$ cat config.mk
export PLATFORM = sky130hd
export DESIGN_NAME = mvic_ctrl
export DESIGN_NICKNAME = d
export VERILOG_FILES = /design/src/mvic_pkg.sv /design/src/mvic_ctrl.sv /design/src/mvic_source_map.sv
export SDC_FILE = /design/constraint.sdc
export NUM_CORES = 1
export LEC_CHECK = 0
export BUFFER_PORTS_ARGS = -buffer_cell sky130_fd_sc_hd__buf_2
export CAP_MARGIN = 15
export CORE_MARGIN = 2
export CORE_UTILIZATION = 54
export DETAILED_ROUTE_END_ITERATION = 12
export PLACE_DENSITY = 0.93
export SYNTH_ARGS = -nofsm -noshare
export SYNTH_HDL_FRONTEND = slang
export SYNTH_HIERARCHICAL = 1
export SYNTH_SLANG_ARGS = --single-unit
export TNS_END_PERCENT = 100
$ cat constraint.sdc
create_clock -name clock -period 3.7 [get_ports clock]
set_clock_uncertainty 0.05 [all_clocks]
set_input_delay 0.37 -clock clock [delete_from_list [all_inputs] [get_ports clock]]
set_output_delay 0.37 -clock clock [all_outputs]
set_load 0.005 [all_outputs]
$ cat src/mvic_pkg.sv
// constants and types shared by the vectored interrupt controller
package mvic_pkg;
   localparam int NUM_SRC = 18;
   localparam int NUM_VEC = 10;
   localparam int VEC_W   = 17;
   localparam int IDX_W   = 4;
   localparam int DEPTH   = 3;
   // vector address of entry 0 and the step between entries
   localparam logic [VEC_W-1:0] VEC_BASE = 17'h00003;
   localparam logic [VEC_W-1:0] VEC_STEP = 17'h00008;
   // source bit positions
   localparam int SRC_EXT0 = 0;
   localparam int SRC_EXT1 = 1;
   localparam int SRC_EXT2 = 2;
   localparam int SRC_TIMER0_LOW     = 3;
   localparam int SRC_EXT4           = 4;
   localparam int SRC_EXT3           = 5;
   localparam int SRC_BASE           = 6;
   localparam int SRC_TIMER0_HIGH    = 7;
   localparam int SRC_TIMER1_LOW     = 8;
   localparam int SRC_TIMER1_HIGH    = 9;
   localparam int SRC_URX            = 10;
   localparam int SRC_SIO            = 11;
   localparam int SRC_UTX            = 12;
   localparam int SRC_ADC            = 13;
   localparam int SRC_TIMER_SIX      = 14;
   localparam int SRC_TIMER_SEVEN    = 15;
   localparam int SRC_COMPARATOR_SIX = 16;
   localparam int SRC_SURG           = 17;
   // priority levels, ordered so that numeric compare gives precedence
   typedef enum logic [1:0] {
      MVIC_LVL_NONE = 2'h0,
      MVIC_LVL_LOW  = 2'h1,
      MVIC_LVL_HIGH = 2'h2,
      MVIC_LVL_TOP  = 2'h3
   } mvic_level_t;
   localparam logic [1:0] LVL_NONE = 2'h0;
endpackage : mvic_pkg

$ cat src/mvic_ctrl.sv
// vectored interrupt controller: arbitration, nesting and standby wake
module mvic_ctrl
   import mvic_pkg::*;
(
   input  wire logic                         clock,           // system clock
   input  wire logic                         reset,           // async, active high
   input  wire logic [mvic_pkg::NUM_SRC-1:0] src_req,         // source pending levels
   input  wire logic [mvic_pkg::NUM_VEC-1:0] high_sel,        // level select per vector
   input  wire logic                         ext0_level_det,  // ext zero in level mode
   input  wire logic                         ext1_level_det,  // ext one in level mode
   input  wire logic                         halt_mode,       // cpu in halt standby
   input  wire logic                         hold_mode,       // cpu in hold standby
   input  wire logic                         irq_ack,         // cpu takes presented vector
   input  wire logic                         irq_return,      // cpu returns from routine
   output logic                              irq_valid_q,     // a vector is presented
   output logic [mvic_pkg::VEC_W-1:0]        irq_vector_q,    // presented vector address
   output logic [1:0]                        irq_level_q,     // level of presented vector
   output logic [1:0]                        service_level_q, // level now in service
   output logic                              wake_q           // standby wake, a level
);
   import mvic_pkg::*;

   ////////////////////////////////////////////////////////////////////////////
   // folded requests and their levels, two bits per vector
   logic [NUM_VEC-1:0]   vec_req;
   logic [NUM_VEC*2-1:0] vec_level;
   // per-vector levels unpacked once for the arbiter
   logic [1:0]           lvl_of [NUM_VEC];
   // vectors whose level beats the one in service
   logic [NUM_VEC-1:0]   eligible;
   // eligible vectors sorted by level
   logic [NUM_VEC-1:0]   at_top;
   logic [NUM_VEC-1:0]   at_high;
   logic [NUM_VEC-1:0]   at_low;
   logic [NUM_VEC-1:0]   win_mask;
   // arbiter result
   logic                 win_found;
   logic [IDX_W-1:0]     win_idx;
   logic [1:0]           win_level;
   // handshake with the cpu
   logic                 accept;
   logic                 leave;
   // nesting stack of interrupted levels
   logic [1:0]           stack_q [DEPTH];
   logic [1:0]           depth_q;
   logic                 stack_empty;
   logic                 stack_full;
   logic                 push;
   logic                 pop;
   logic [1:0]           popped_level;
   // standby release terms
   logic                 ext0_hold;
   logic                 ext1_hold;
   logic                 halt_wake;
   logic                 hold_wake;

   ////////////////////////////////////////////////////////////////////////////
   // vector address from entry index
   function automatic logic [VEC_W-1:0] vec_addr(input logic [IDX_W-1:0] idx);
      vec_addr = VEC_BASE + VEC_STEP * VEC_W'(idx);
   endfunction : vec_addr

   // true when level a strictly outranks level b
   function automatic logic outranks(input logic [1:0] a, input logic [1:0] b);
      outranks = (a > b);
   endfunction : outranks

   // index of the lowest set bit; zero when none is set
   function automatic logic [IDX_W-1:0] lowest_set(input logic [NUM_VEC-1:0] mask);
      lowest_set = '0;
      for (int i = NUM_VEC - 1; i >= 0; i--) begin
         if (mask[i]) begin
            lowest_set = IDX_W'(i);
         end
      end
   endfunction : lowest_set

   ////////////////////////////////////////////////////////////////////////////
   // source folding and level choice live in their own block
   mvic_source_map u_map (
      .src_req  (src_req),
      .high_sel (high_sel),
      .vec_req  (vec_req),
      .vec_level(vec_level)
   );

   // unpack the level pairs
   always_comb begin
      for (int i = 0; i < NUM_VEC; i++) begin
         lvl_of[i] = vec_level[i*2 +: 2];
      end
   end

   // equal or lower than the level in service is never offered
   always_comb begin
      for (int i = 0; i < NUM_VEC; i++) begin
         eligible[i] = vec_req[i] && outranks(lvl_of[i], service_level_q);
      end
   end

   ////////////////////////////////////////////////////////////////////////////
   // arbitration in two stages: level first, then position
   always_comb begin
      for (int i = 0; i < NUM_VEC; i++) begin
         at_top[i]  = eligible[i] && (lvl_of[i] == MVIC_LVL_TOP);
         at_high[i] = eligible[i] && (lvl_of[i] == MVIC_LVL_HIGH);
         at_low[i]  = eligible[i] && (lvl_of[i] == MVIC_LVL_LOW);
      end
   end

   // highest level with anything eligible wins outright
   always_comb begin
      if (at_top != '0) begin
         win_level = MVIC_LVL_TOP;
         win_mask  = at_top;
      end else if (at_high != '0) begin
         win_level = MVIC_LVL_HIGH;
         win_mask  = at_high;
      end else if (at_low != '0) begin
         win_level = MVIC_LVL_LOW;
         win_mask  = at_low;
      end else begin
         win_level = LVL_NONE;
         win_mask  = '0;
      end
   end

   // lowest index is the smallest vector address
   assign win_found = (win_mask != '0);
   assign win_idx   = lowest_set(win_mask);

   ////////////////////////////////////////////////////////////////////////////
   // ack only counts while a vector stands; it beats a same-cycle return
   assign accept = irq_valid_q && irq_ack;
   assign leave  = irq_return && !accept;

   // stack bookkeeping; a push while full is unreachable since levels strictly rise
   assign stack_empty  = (depth_q == 2'h0);
   assign stack_full   = (depth_q == 2'(DEPTH));
   assign push         = accept && !stack_full;
   assign pop          = leave && !stack_empty;
   assign popped_level = stack_empty ? LVL_NONE : stack_q[depth_q - 2'h1];

   ////////////////////////////////////////////////////////////////////////////
   // presented flag: recomputed every cycle, down for one cycle after a take
   always_ff @(posedge clock or posedge reset) begin
      if (reset) begin
         irq_valid_q <= 1'b0;
      end else begin
         irq_valid_q <= win_found && !accept;
      end
   end

   // presented address; a higher arrival replaces it before the take
   always_ff @(posedge clock or posedge reset) begin
      if (reset) begin
         irq_vector_q <= '0;
      end else if (win_found && !accept) begin
         irq_vector_q <= vec_addr(win_idx);
      end else begin
         irq_vector_q <= '0;
      end
   end

   // presented level, zero when nothing stands
   always_ff @(posedge clock or posedge reset) begin
      if (reset) begin
         irq_level_q <= LVL_NONE;
      end else if (win_found && !accept) begin
         irq_level_q <= win_level;
      end else begin
         irq_level_q <= LVL_NONE;
      end
   end

   ////////////////////////////////////////////////////////////////////////////
   // nesting depth; a return with nothing nested is ignored
   always_ff @(posedge clock or posedge reset) begin
      if (reset) begin
         depth_q <= 2'h0;
      end else if (push) begin
         depth_q <= depth_q + 2'h1;
      end else if (pop) begin
         depth_q <= depth_q - 2'h1;
      end
   end

   // saved levels; depth three covers low, high, top nesting
   always_ff @(posedge clock or posedge reset) begin
      if (reset) begin
         for (int i = 0; i < DEPTH; i++) begin
            stack_q[i] <= LVL_NONE;
         end
      end else if (push) begin
         stack_q[depth_q] <= service_level_q;
      end
   end

   // service level: raised on a take, restored on return
   always_ff @(posedge clock or posedge reset) begin
      if (reset) begin
         service_level_q <= LVL_NONE;
      end else if (accept) begin
         service_level_q <= irq_level_q;
      end else if (pop) begin
         service_level_q <= popped_level;
      end
   end

   ////////////////////////////////////////////////////////////////////////////
   // halt ends on any request that could be taken now
   assign halt_wake = halt_mode && win_found;

   // edge-mode ext zero/one cannot wake hold: no clock runs to see the edge
   assign ext0_hold = src_req[SRC_EXT0] && ext0_level_det;
   assign ext1_hold = src_req[SRC_EXT1] && ext1_level_det;
   assign hold_wake = hold_mode
                    && (ext0_hold || ext1_hold
                        || src_req[SRC_EXT2] || src_req[SRC_EXT4]);

   // wake is a level while the condition holds in standby
   always_ff @(posedge clock or posedge reset) begin
      if (reset) begin
         wake_q <= 1'b0;
      end else begin
         wake_q <= halt_wake || hold_wake;
      end
   end
endmodule : mvic_ctrl

$ cat src/mvic_source_map.sv
// folds request sources onto vector request lines and grants level
module mvic_source_map
   import mvic_pkg::*;
(
   input  wire logic [mvic_pkg::NUM_SRC-1:0]   src_req,    // per-source pending flags
   input  wire logic [mvic_pkg::NUM_VEC-1:0]   high_sel,   // 1: high/top level, 0: low
   output logic [mvic_pkg::NUM_VEC-1:0]        vec_req,    // per-vector request
   output logic [mvic_pkg::NUM_VEC*2-1:0]      vec_level   // per-vector level, 2 bits each
);
   import mvic_pkg::*;

   // shared vectors or their sources together
   always_comb begin
      vec_req[0] = src_req[SRC_EXT0];
      vec_req[1] = src_req[SRC_EXT1];
      vec_req[2] = src_req[SRC_EXT2] | src_req[SRC_TIMER0_LOW]
                 | src_req[SRC_EXT4];
      vec_req[3] = src_req[SRC_EXT3] | src_req[SRC_BASE];
      vec_req[4] = src_req[SRC_TIMER0_HIGH];
      vec_req[5] = src_req[SRC_TIMER1_LOW] | src_req[SRC_TIMER1_HIGH];
      vec_req[6] = src_req[SRC_URX];
      vec_req[7] = src_req[SRC_SIO] | src_req[SRC_UTX];
      vec_req[8] = src_req[SRC_ADC] | src_req[SRC_TIMER_SIX]
                 | src_req[SRC_TIMER_SEVEN];
      vec_req[9] = src_req[SRC_COMPARATOR_SIX] | src_req[SRC_SURG];
   end
   // first two vectors choose top or low, the rest high or low
   always_comb begin
      for (int i = 0; i < NUM_VEC; i++) begin
         if (!high_sel[i])
            vec_level[i*2 +: 2] = MVIC_LVL_LOW;
         else if (i < 2)
            vec_level[i*2 +: 2] = MVIC_LVL_TOP;
         else
            vec_level[i*2 +: 2] = MVIC_LVL_HIGH;
      end
   end
endmodule : mvic_source_map

# --- Word level (Yosys, flattened, before mapping) ---
# Index checks and enable logic that the tools add are counted.
classes:
  reduce_logical: 64
  mux: 39
  n_bitwise: 10
  n_addsub: 3
  eq_ne: 31
  order_cmp: 13
op_table:
  columns: ["op", "count"]
  rows:
  - ["logical AND 1 bit", 50]
  - ["equality test 2 bit (second input constant)", 21]
  - ["2-to-1 mux 2 bit", 21]
  - ["2-to-1 mux 4 bit", 10]
  - ["nonzero test 10 bit", 4]
  - ["2-to-1 mux 10 bit", 3]
  - ["equality test 2 x 1 -> 1 bit (second input constant)", 10]
  - ["greater-than comparator 2 bit", 10]
  - ["adder 2 x 7 -> 8 bit (first input constant)", 1]
  - ["2-to-1 mux 8 bit", 1]
  - ["OR 1 bit", 8]
  - ["bitwise mux 6 bit", 1]
  - ["greater-or-equal comparator 3 bit (second input constant)", 2]
  - ["NOT 2 -> 3 bit", 2]
  - ["binary-select mux 2 bit (select 2 bit)", 1]
  - ["demux 2 bit (select 2 bit)", 1]
  - ["logical OR 1 bit", 4]
  - ["nonzero test 2 bit", 2]
  - ["zero test 1 bit", 3]
  - ["less-than comparator 3 x 1 -> 1 bit (second input constant)", 1]
  - ["adder 2 x 1 -> 2 bit (second input constant)", 1]
  - ["zero test 2 bit", 1]
  - ["subtractor 2 x 1 -> 2 bit (second input constant)", 1]
  - ["2-to-1 mux 1 bit", 1]
word_totals:
  word_cells: 169
  input_bits: 36
  regBits: 31
  out_inout_bits: 23

# --- Longest topological paths before layout ---
# Gate-level depths: netlist (run 1).
logic_depth:
  word_depth: 20
  ltp_mapped: 13
  mapped_depth_nobuf: 12

# --- Modules after synthesis ---
# The synthesis (run 1) kept the hierarchy.
by_module_without_submodules:
  columns: ["mod", "n_inst", "area_per_inst_um2", "cells_each", "seq_area_each_um2"]
  rows:
  - ["mvic_ctrl", 1, 2115.8, 239, 450.4]
  - ["mvic_source_map", 1, 191.4, 31, 0.0]

# --- Worst setup path before layout (run 1) ---
# OpenSTA, ideal clock, no wires.
synth_path:
  path_kind: "register -> register"
  startpoint: "reg service_level_q[1]"
  endpoint: "reg irq_vector_q[3] (netlist name)"
  required_time_ns: 3.530
  period_less_slack_ns: 3.170
  path_stages_with_launch: 12
  n_path_buf: 0
  arrival_ns: 3.001
  path_slack_ns: 0.530
  setup_time_ns: 0.120
  path_cell_list: "dfrtp_1 -> inv_1 -> ha_1 -> nor2b_1 -> o21a_1 -> a32o_1 -> nor4_4 -> mux2i_1 -> a21oi_1 -> nor4_2 -> a31oi_4 -> and3_1"
synth_via:
  elab_chain_len: 19
  word_cells_on_any_way: 70
  classes_between: "1 x add/sub; 10 x order compare; 14 x mux; 45 x reduce/logical"
synth_rtl:
  columns: ["element", "line_no", "rtl"]
  rows:
  - ["start, declared", "mvic_ctrl.sv:18", "output logic [1:0] service_level_q,"]
  - ["start signal, assigned", "mvic_ctrl.sv:204", "service_level_q <= irq_level_q;"]
  - ["start signal, assigned", "mvic_ctrl.sv:206", "service_level_q <= popped_level;"]
  - ["greater-than comparator 2 bit", "mvic_ctrl.sv:65", "outranks = (a > b);"]
  - ["logical AND 1 bit", "mvic_ctrl.sv:97", "eligible[i] = vec_req[i] && outranks(lvl_of[i], service_level_q);"]
  - ["logical AND 1 bit", "mvic_ctrl.sv:107", "at_low[i] = eligible[i] && (lvl_of[i] == MVIC_LVL_LOW);"]
  - ["nonzero test 10 bit", "mvic_ctrl.sv:119", "end else if (at_low != '0) begin"]
  - ["2-to-1 mux 10 bit", "mvic_ctrl.sv:119", null]
  - ["2-to-1 mux 10 bit", "mvic_ctrl.sv:116", "end else if (at_high != '0) begin"]
  - ["2-to-1 mux 10 bit (*)", "mvic_ctrl.sv:113", "if (at_top != '0) begin"]
  - ["2-to-1 mux 4 bit (10 in a row)", "mvic_ctrl.sv:72", "if (mask[i]) begin"]
  - ["adder 2 x 7 -> 8 bit", "mvic_ctrl.sv:60", "vec_addr = VEC_BASE + VEC_STEP * VEC_W'(idx);"]
  - ["2-to-1 mux 8 bit (*)", "mvic_ctrl.sv:158", "end else if (win_found && !accept) begin"]
  - ["end signal, assigned", "mvic_ctrl.sv:159", "irq_vector_q <= vec_addr(win_idx);"]
  - ["end, declared", "mvic_ctrl.sv:16", "output logic [mvic_pkg::VEC_W-1:0] irq_vector_q,"]
# Every way passes the cells marked *; elsewhere a longest branch is shown, timed or not.
# A chain may end at the register's enable or synchronous reset.

# --- Final worst setup path (run 1) ---
layout_path:
  startpoint: "reg service_level_q[1]"
  endpoint: "reg wake_q"
layout_via:
  elab_chain_len: 10
  word_cells_on_any_way: 59
  classes_between: "10 x order compare; 3 x mux; 46 x reduce/logical"
layout_rtl:
  columns: ["element", "line_no", "rtl"]
  rows:
  - ["greater-than comparator 2 bit", "mvic_ctrl.sv:65", null]
  - ["logical AND 1 bit", "mvic_ctrl.sv:97", null]
  - ["logical AND 1 bit", "mvic_ctrl.sv:107", null]
  - ["nonzero test 10 bit", "mvic_ctrl.sv:119", null]
  - ["2-to-1 mux 10 bit", "mvic_ctrl.sv:119", null]
  - ["2-to-1 mux 10 bit", "mvic_ctrl.sv:116", null]
  - ["2-to-1 mux 10 bit (*)", "mvic_ctrl.sv:113", null]
  - ["nonzero test 10 bit (*)", "mvic_ctrl.sv:129", "assign win_found = (win_mask != '0);"]
  - ["logical AND 1 bit (*)", "mvic_ctrl.sv:212", "assign halt_wake = halt_mode && win_found;"]
  - ["logical OR 1 bit (*)", "mvic_ctrl.sv:226", "wake_q <= halt_wake || hold_wake;"]
  - ["end signal, assigned", "mvic_ctrl.sv:226", null]
  - ["end, declared", "mvic_ctrl.sv:19", "output logic wake_q"]
# Marks and branches as above.

==> out/qor.txt, run 1 <==
status = completed
# setup viols final = 0
post-CTS setup repair buffer count = 0
Clock power frac = 7.5%
Top Ports = 59
Post-DRT Antenna Nets = 0
FF-to-FF setup slack = 0.20 ns
Worst Hold Class = input port to async pin
crit-path max cell delay = 0.51 ns
Root Buffer = clkbuf_8
Netlist cell types = 62
Worst EP required = 3.79 ns
highest routed layer = met4
Mapped Area = 2310 um2
layout cells sized above 1 = 25.7%
metal1 wirelength = 2.27 mm
Critical Path End Type = flop
Final Critical Period = 3.50 ns
Setup CP Type = flop to flop
drt first pass iters = 4
Final Cell Area = 2500 um2
GP Congestion = 0.917
Main synth FF type = dfrtp_1
PwrDens = 704 nW/um2
Total Wirelength = 5.36 mm
Comb power frac = 71.6%
Detailed Place HPWL = 4.36 mm
Layout Utilization = 61.5%
maximum clock frequency = 286 MHz
Flop pwr share = 21.0%
first-pass GRT wire length = 8.69 mm
final hold viol count = 0
Async SR Flop Fraction = 100%
CTS tree = done
VDD IR-drop max = 0.000285 V
Worst Path Arrival = 3.59 ns
DR DRC count = 0
Max Root-Sink Buffers = 2
Core Region = 4060 um2
Tcrit/Tclk final = 94.6%
CP max FO = 13
clk sinks = 18
Area growth syn-to-layout = 8.24%
row count = 23
Area after DPL = 2440 um2
full die area = 4810 um2
antenna violations before repair = 0
largest net degree at the start of global routing = 19
chip height = 69.4 um
via-per-instance ratio = 5.96
internal power = 902 uW
CTS H-tree depth = 1
number of enable flip-flop cells after synthesis = 0
number of synthesis warnings = 6
TritonCTS Buffers = 3
Max Cap Violations = 0
total number of vias = 2104
Post-Syn Area per Cell = 8.55 um2
TNS Setup = 0 ns
Psw = 856 uW
Reg clk slew, reported paths = 0.06 ns
IO buf count = 47
Post-CTS Hold Buffers = 0
routed wl met2 = 2.75 mm
Starting Density = 56.9%
Skew-Pair Late Insertion Delay = 0.25 ns
Switching Share = 48.7%
Tightest Pin Transition = 0.679 ns
R2R Path End = wake_q$_DFF_PP0_
LEAKAGE = 1.27 nW
origin of the critical flop-to-flop path = service_level_q[1]$_DFFE_PP0P_
Slew headroom = 54.7%
total gr overflow = 0
diode count = 0
Final Max Slew Viols = 0
register area share after synthesis = 19.5%
number of synthesized register bits = 18
RSZ-0062 raised after global routing = false
Slowest cell on crit path = nor4_2
post_cts resized = 0
layout net count = 365
CP Launch Type = flop
overall global routing resource usage = 21.5%
met3 WL = 305 um
DR iter-0 viols = 164
vias in the first global route = 1980
Fillers = 358
FF-to-FF path depth = 12
Cell Chain, Critical Path = inv_1 -> buf_4 -> ha_1 -> nor2b_1 -> o2111ai_1 -> nand4_1 -> nor4_4 -> mux2i_1 -> a21oi_1 -> nor4_2 -> nand3_1 -> a22o_1
Synth Instances = 270
WL/cell = 15.2 um
chip width = 69.4 um
## critical path, delay by kind of cell, from the launching register on
family | cells | cell delay, ns
buffers and inverters | 2 | 0.28
adder cells (fa/ha/maj) | 1 | 0.27
AO/OA/AOI/OAI | 3 | 0.63
flip-flops | 1 | 0.39
AND/OR/NAND/NOR | 5 | 1.53
multiplexers | 1 | 0.24
## synth_stat cells, types with 4 or more instances
| cell | instances | area, um2 |
|---|---|---|
| o21a_1 | 5 | 37.5 |
| nand2_1 | 20 | 75.1 |
| inv_1 | 30 | 113 |
| nor4_1 | 5 | 31.3 |
| nand3_1 | 5 | 25.0 |
| a21boi_1 | 5 | 37.5 |
| buf_4 | 29 | 218 |
| or2_2 | 5 | 31.3 |
| nor2b_1 | 10 | 62.6 |
| nor2_1 | 7 | 26.3 |
| o211ai_1 | 4 | 30.0 |
| o21ai_0 | 14 | 70.1 |
| a21oi_1 | 4 | 20.0 |
| dfrtp_1 | 18 | 450 |
| ha_1 | 24 | 300 |
| o2111ai_1 | 18 | 158 |
## stage by stage
stage | std cells | power [mW] | hold WS (ns) | worst slack (ns)
finish | 353 | 1.76 | 0.161 | 0.200
CTS | 353 | 1.73 | 0.184 | 0.214
detailed placement | 350 | 1.60 | 0.425 | 0.225
global route | 353 | 1.91 | 0.224 | 0.00607
floorplan | 281 | 1.31 | 0.259 | 0.530
global placement | 350 | 1.53 | 0.413 | 0.298
## layer usage
metal	vias up	global-route usage [%]
li1	1035	-
met1	983	26.9
met2	82	38.8
met3	4	3.34
met4	0	4.58
met5	-	0
## logic make-up after synthesis
kind of cell / Yosys count / share of synthesized area (%)
AOI/OAI and AO/OA: 85 / 30.5
xor gates and xnor gates: 1 / 0.380
adders and majority gates: 24 / 13.0
buffers and inverters: 61 / 14.7
DFF: 18 / 19.5
muxes: 6 / 2.77
other: 2 / 0.326
and+or+nand+nor: 73 / 18.8
## sequential cells by signal (all words and copies together) (netlist names)
register / count
service_level_q: 2
irq_vector_q: 5
stack_q: 6
depth_q: 2
wake_q: 1
irq_level_q: 2
## layout make-up
| type | instances | area (um2) | share of cell area (%) |
|---|---|---|---|
| multi-input combinational | 202 | 1570 | 62.9 |
| tap | 50 | 62.6 | 2.51 |
| clock buffer | 3 | 41.3 | 1.65 |
| sequential | 18 | 452 | 18.1 |
| inverter | 30 | 113 | 4.51 |
| timing repair buffer | 50 | 258 | 10.3 |
## power groups by stage
| stage | clock network [mW] | registers (mW) | logic, mW |
|---|---|---|---|
| 6_report | 0.131 | 0.369 | 1.26 |
| 5_1_grt | 0.142 | 0.381 | 1.39 |
| 4_1_cts | 0.132 | 0.367 | 1.23 |
| 3_5_place_dp | 0 | 0.370 | 1.23 |
| 3_3_place_gp | 0 | 0.361 | 1.17 |
| 2_1_floorplan | 0 | 0.351 | 0.957 |
## layout by cell type, fill, tap and decap left out, types with 7 or more instances in the layout
master     instances
conb_1            13
nor2_1             7
inv_1             30
dfrtp_1           17
o2111ai_1         17
ha_1              24
nor2b_1           10
buf_2             47
o21ai_0           14
nand2_1           20
## how the worst max path moves through the flow
stage	startpoint	endpoint	cells past startpoint
final	service_level_q[1]$_DFFE_PP0P_	wake_q$_DFF_PP0_	12
after global placement	service_level_q[1]$_DFFE_PP0P_	irq_vector_q[3]$_DFF_PP0_	12
after detailed placement	service_level_q[1]$_DFFE_PP0P_	irq_vector_q[3]$_DFF_PP0_	12
after floorplan	service_level_q[1]$_DFFE_PP0P_	irq_vector_q[3]$_DFF_PP0_	11
after CTS	service_level_q[1]$_DFFE_PP0P_	irq_vector_q[3]$_DFF_PP0_	12
after global routing	service_level_q[1]$_DFFE_PP0P_	wake_q$_DFF_PP0_	12
Power figures use the tool's default switching activity.
==> run 2, diff against run 1 <==
- clock period: 3.7 -> 3.8 ns (I/O delays scaled with it)
==> out/qor.txt, run 2 (same netlist as run 1, synthesis figures left out) <==
vias in the first global route = 1966
largest net degree at the start of global routing = 19
Area after DPL = 2440 um2
Tightest Pin Transition = 0.666 ns
# setup viols final = 0
DR iter-0 viols = 72
Worst EP required = 3.89 ns
LEAKAGE = 1.27 nW
Setup CP Type = flop to flop
Detailed Place HPWL = 4.16 mm
drt first pass iters = 4
RSZ-0062 raised after global routing = false
total gr overflow = 0
Post-CTS Hold Buffers = 0
Max Root-Sink Buffers = 2
Critical Path End Type = flop
Slew headroom = 55.6%
post_cts resized = 0
Top Ports = 59
chip width = 69.4 um
Area growth syn-to-layout = 8.24%
maximum clock frequency = 285 MHz
full die area = 4810 um2
Final Max Slew Viols = 0
chip height = 69.4 um
Fillers = 352
Largest register FFs = 6
layout net count = 365
FF-to-FF setup slack = 0.29 ns
most common cell after layout, fill and taps aside = buf_2
Root Buffer = clkbuf_8
Max Cap Violations = 0
antenna violations before repair = 0
total number of vias = 2093
placed insts = 350
Skew-Pair Late Insertion Delay = 0.25 ns
Core Region = 4060 um2
R2R Path End = irq_vector_q[3]$_DFF_PP0_
CTS tree = done
CP Launch Type = flop
status = completed
IO buf count = 47
layout cells sized above 1 = 25.3%
CTS H-tree depth = 1
Total Wirelength = 5.05 mm
GP Congestion = 0.915
Overall Power = 1.71 mW
Worst Path Arrival = 3.60 ns
origin of the critical flop-to-flop path = service_level_q[1]$_DFFE_PP0P_
CP max FO = 13
TritonCTS Buffers = 3
VDD IR-drop max = 0.000291 V
Post-DRT Antenna Nets = 0
WL/cell = 14.3 um
Tcrit/Tclk final = 92.4%
TNS Setup = 0 ns
DR DRC count = 0
via-per-instance ratio = 5.91
first-pass GRT wire length = 8.49 mm
Worst Hold Class = input port to async pin
Final Cell Area = 2500 um2
final hold viol count = 0
most frequent cells in the layout = buf_2, inv_1, ha_1
Final Critical Period = 3.51 ns
largest registers = stack_q x6, irq_vector_q x5
largest register by flop count = stack_q
post-CTS setup repair buffer count = 0
diode count = 0
Layout Cells excl Fill = 354
PwrDens = 683 nW/um2
overall global routing resource usage = 20.8%
Starting Density = 56.9%
row count = 23
FF-to-FF path depth = 12
clk sinks = 18
Reg clk slew, reported paths = 0.07 ns
-- run 2: changes by cell type in the layout (fill, tap and decap cells not counted), sizes merged --
cell,change
clkbuf,+1
-- run 2: where the power goes --
part / internal [mW] / switching, mW / total [mW]
registers: 0.280 / 0.0752 / 0.355
clock network: 0.0919 / 0.0616 / 0.154
logic: 0.519 / 0.678 / 1.20
-- run 2: how the worst max path moves through the flow --
stage,cells after the start,startpoint,slack [ns],endpoint
3_3_place_gp,12,service_level_q[1]$_DFFE_PP0P_,0.41,irq_vector_q[3]$_DFF_PP0_
2_1_floorplan,11,service_level_q[1]$_DFFE_PP0P_,0.63,irq_vector_q[3]$_DFF_PP0_
5_1_grt,10,service_level_q[0]$_DFFE_PP0P_,0.02,irq_vector_q[3]$_DFF_PP0_
6_report,12,service_level_q[1]$_DFFE_PP0P_,0.29,irq_vector_q[3]$_DFF_PP0_
3_5_place_dp,12,service_level_q[1]$_DFFE_PP0P_,0.32,irq_vector_q[3]$_DFF_PP0_
4_1_cts,12,service_level_q[1]$_DFFE_PP0P_,0.30,irq_vector_q[3]$_DFF_PP0_
-- run 2: per-layer routing --
metal	vias up	global-route usage (%)	part of all wire [%]
li1	1038	-	-
met1	987	26.4	44
met4	0	4.58	0.95
met3	6	2.33	5.1
met5	-	0	0
met2	62	37.7	50
-- run 2: layout make-up --
class	instances	area (um2)	area share [%]
tap	50	62.6	2.51
timing repair buffer	50	258	10.3
clock buffer	4	55.1	2.20
multi-input combinational	202	1560	62.4
sequential	18	450	18.0
inverter	30	113	4.51
-- run 2: worst max-delay path: stages (launching register included) --
cell	delay [ns]
dfrtp_1	0.39
inv_1	0.06
buf_4	0.21
ha_1	0.27
nor2b_1	0.16
o2111ai_1	0.31
nand4_1	0.21
nor4_4	0.47
mux2i_1	0.24
a21oi_1	0.13
nor4_2	0.50
a31oi_4	0.18
and3_1	0.21
-- run 2: stage by stage --
stage | setup slack, ns | util, % | hold slack [ns]
after floorplan | 0.630 | - | 0.269
after global placement | 0.410 | 60.2 | 0.413
after detailed placement | 0.321 | 60.2 | 0.432
after CTS | 0.296 | 61.5 | 0.185
after global routing | 0.0164 | 61.5 | 0.226
final | 0.288 | 61.5 | 0.167
==> run 3, diff against run 2 <==
- BUFFER_PORTS_ARGS: -buffer_cell sky130_fd_sc_hd__buf_2 -> default
- CAP_MARGIN: 15 -> default
- CORE_UTILIZATION: 54 -> 58
- DONT_BUFFER_PORTS: default -> 1
- PLACE_DENSITY: 0.93 -> 0.86
==> out/qor.txt, run 3 (same netlist as run 1, synthesis figures left out) <==
largest register by flop count = stack_q
Reg clk slew, reported paths = 0.07 ns
Worst Path Arrival = 3.60 ns
GP Congestion = 0.962
Layout Utilization = 60.4%
CP max FO = 13
total gr overflow = 0
WL/cell = 15.4 um
Crit path buffers/inverters = 2
CTS tree = done
Final Max Slew Viols = 0
LEAKAGE = 1.08 nW
Tcrit/Tclk final = 92.3%
full die area = 4500 um2
Post-DRT Antenna Nets = 0
vias in the first global route = 1746
Slowest cell on crit path = nor3_2
antenna violations before repair = 0
largest registers = stack_q x6, irq_vector_q x5
Total Wirelength = 4.69 mm
Crit path max-delay family = compound AO/OA/AOI/OAI gates
drt first pass iters = 4
maximum clock frequency = 285 MHz
PwrDens = 725 nW/um2
Setup CP Type = flop to flop
chip width = 67.1 um
Stages on worst setup path = 12
# setup viols final = 0
CP Launch Type = flop
Detailed Place HPWL = 3.85 mm
TritonCTS Buffers = 3
clk sinks = 18
crit-path max cell delay = 0.51 ns
GR Util met2 = 39.0%
M3 GR Usage = 3.04%
Starting Density = 61.6%
Worst Hold Class = input port to async pin
VDD IR-drop max = 0.000214 V
most common cell after layout, fill and taps aside = inv_1
Max Root-Sink Buffers = 2
status = completed
most frequent cells in the layout = inv_1, ha_1, nand2_1
layout net count = 317
layout cells sized above 1 = 11.7%
row count = 22
Fillers = 345
diode count = 0
Cell Chain, Critical Path = inv_1 -> buf_4 -> ha_1 -> nor2b_1 -> o2111ai_1 -> o2111ai_1 -> nor3_2 -> nand2_2 -> o221ai_1 -> nor3_1 -> a211o_1 -> and3_1
chip height = 67.1 um
DR DRC count = 0
Max Cap Violations = 0
GR peak layer = met2
largest net degree at the start of global routing = 19
Area growth syn-to-layout = -1.95%
Tightest Pin Transition = 0.685 ns
Final Critical Period = 3.51 ns
Root Buffer = clkbuf_8
Core Region = 3740 um2
RSZ-0062 raised after global routing = false
area of the multi-input gates = 1570 um2
Largest register FFs = 6
Top cell by count, worst path = o2111ai_1
Sequential Area = 452 um2
Skew-Pair Late Insertion Delay = 0.25 ns
DR iter-0 viols = 85
Slew headroom = 54.3%
via-per-instance ratio = 6.17
final hold viol count = 0
IO buf count = 0
met1 Use GR = 25.9%
post-CTS setup repair buffer count = 0
total number of vias = 1876
Top Ports = 59
first-pass GRT wire length = 7.54 mm
FF-to-FF path depth = 12
overall global routing resource usage = 21.4%
TNS Setup = 0 ns
CTS H-tree depth = 1
Post-CTS Hold Buffers = 0
post_cts resized = 0
Critical Path End Type = flop
Hold Slack = 0.0637 ns
Worst EP required = 3.89 ns
==> run 3: area by class of cell <==
| type | count | area share, % |
|---|---|---|
| flip-flops and latches | 18 | 20.0 |
| well taps | 48 | 2.65 |
| repair buffers | 2 | 0.664 |
| inverters | 30 | 4.98 |
| clock buffers | 4 | 2.43 |
| multi-input cells | 202 | 69.3 |
==> run 3: final timing paths <==
check / endpoint / slack, ns / start
setup reg to reg: irq_vector_q[3]$_DFF_PP0_ / 0.29 / service_level_q[1]$_DFFE_PP0P_
hold reg to reg: stack_q[1]$_DFFE_PP0P_ / 0.44 / stack_q[1]$_DFFE_PP0P_
max in group asynchronous: service_level_q[0]$_DFFE_PP0P_ / 3.16 / reset
hold / removal: depth_q[0]$_DFFE_PP0P_ / 0.06 / reset
min in group clock: wake_q$_DFF_PP0_ / 0.22 / halt_mode
setup / recovery: irq_vector_q[3]$_DFF_PP0_ / 0.29 / service_level_q[1]$_DFFE_PP0P_
==> run 3: stage by stage <==
step | cells | setup WS (ns) | total power, mW | instance area [um2]
5_1_grt | 304 | 0.0570 | 1.79 | 2260
2_1_floorplan | 281 | 0.630 | 1.27 | 2350
3_3_place_gp | 300 | 0.365 | 1.42 | 2200
6_report | 304 | 0.292 | 1.64 | 2260
3_5_place_dp | 300 | 0.270 | 1.47 | 2200
4_1_cts | 304 | 0.243 | 1.63 | 2250
==> run 3: power by group <==
group,internal [mW],leakage [nW],switching (mW),total [mW]
clock network,0.0921,0.0288,0.0642,0.156
registers,0.282,0.223,0.0886,0.370
logic,0.472,0.827,0.643,1.11
total,0.845,1.08,0.795,1.64
==> run 3: routing by layer <==
| metal | wire length (um) | up-vias | share of wire (%) |
|---|---|---|---|
| li1 | - | 941 | - |
| met1 | 2110 | 879 | 45 |
| met2 | 2330 | 52 | 50 |
| met3 | 221 | 4 | 4.7 |
| met4 | 34 | 0 | 0.72 |
| met5 | 0 | - | 0 |
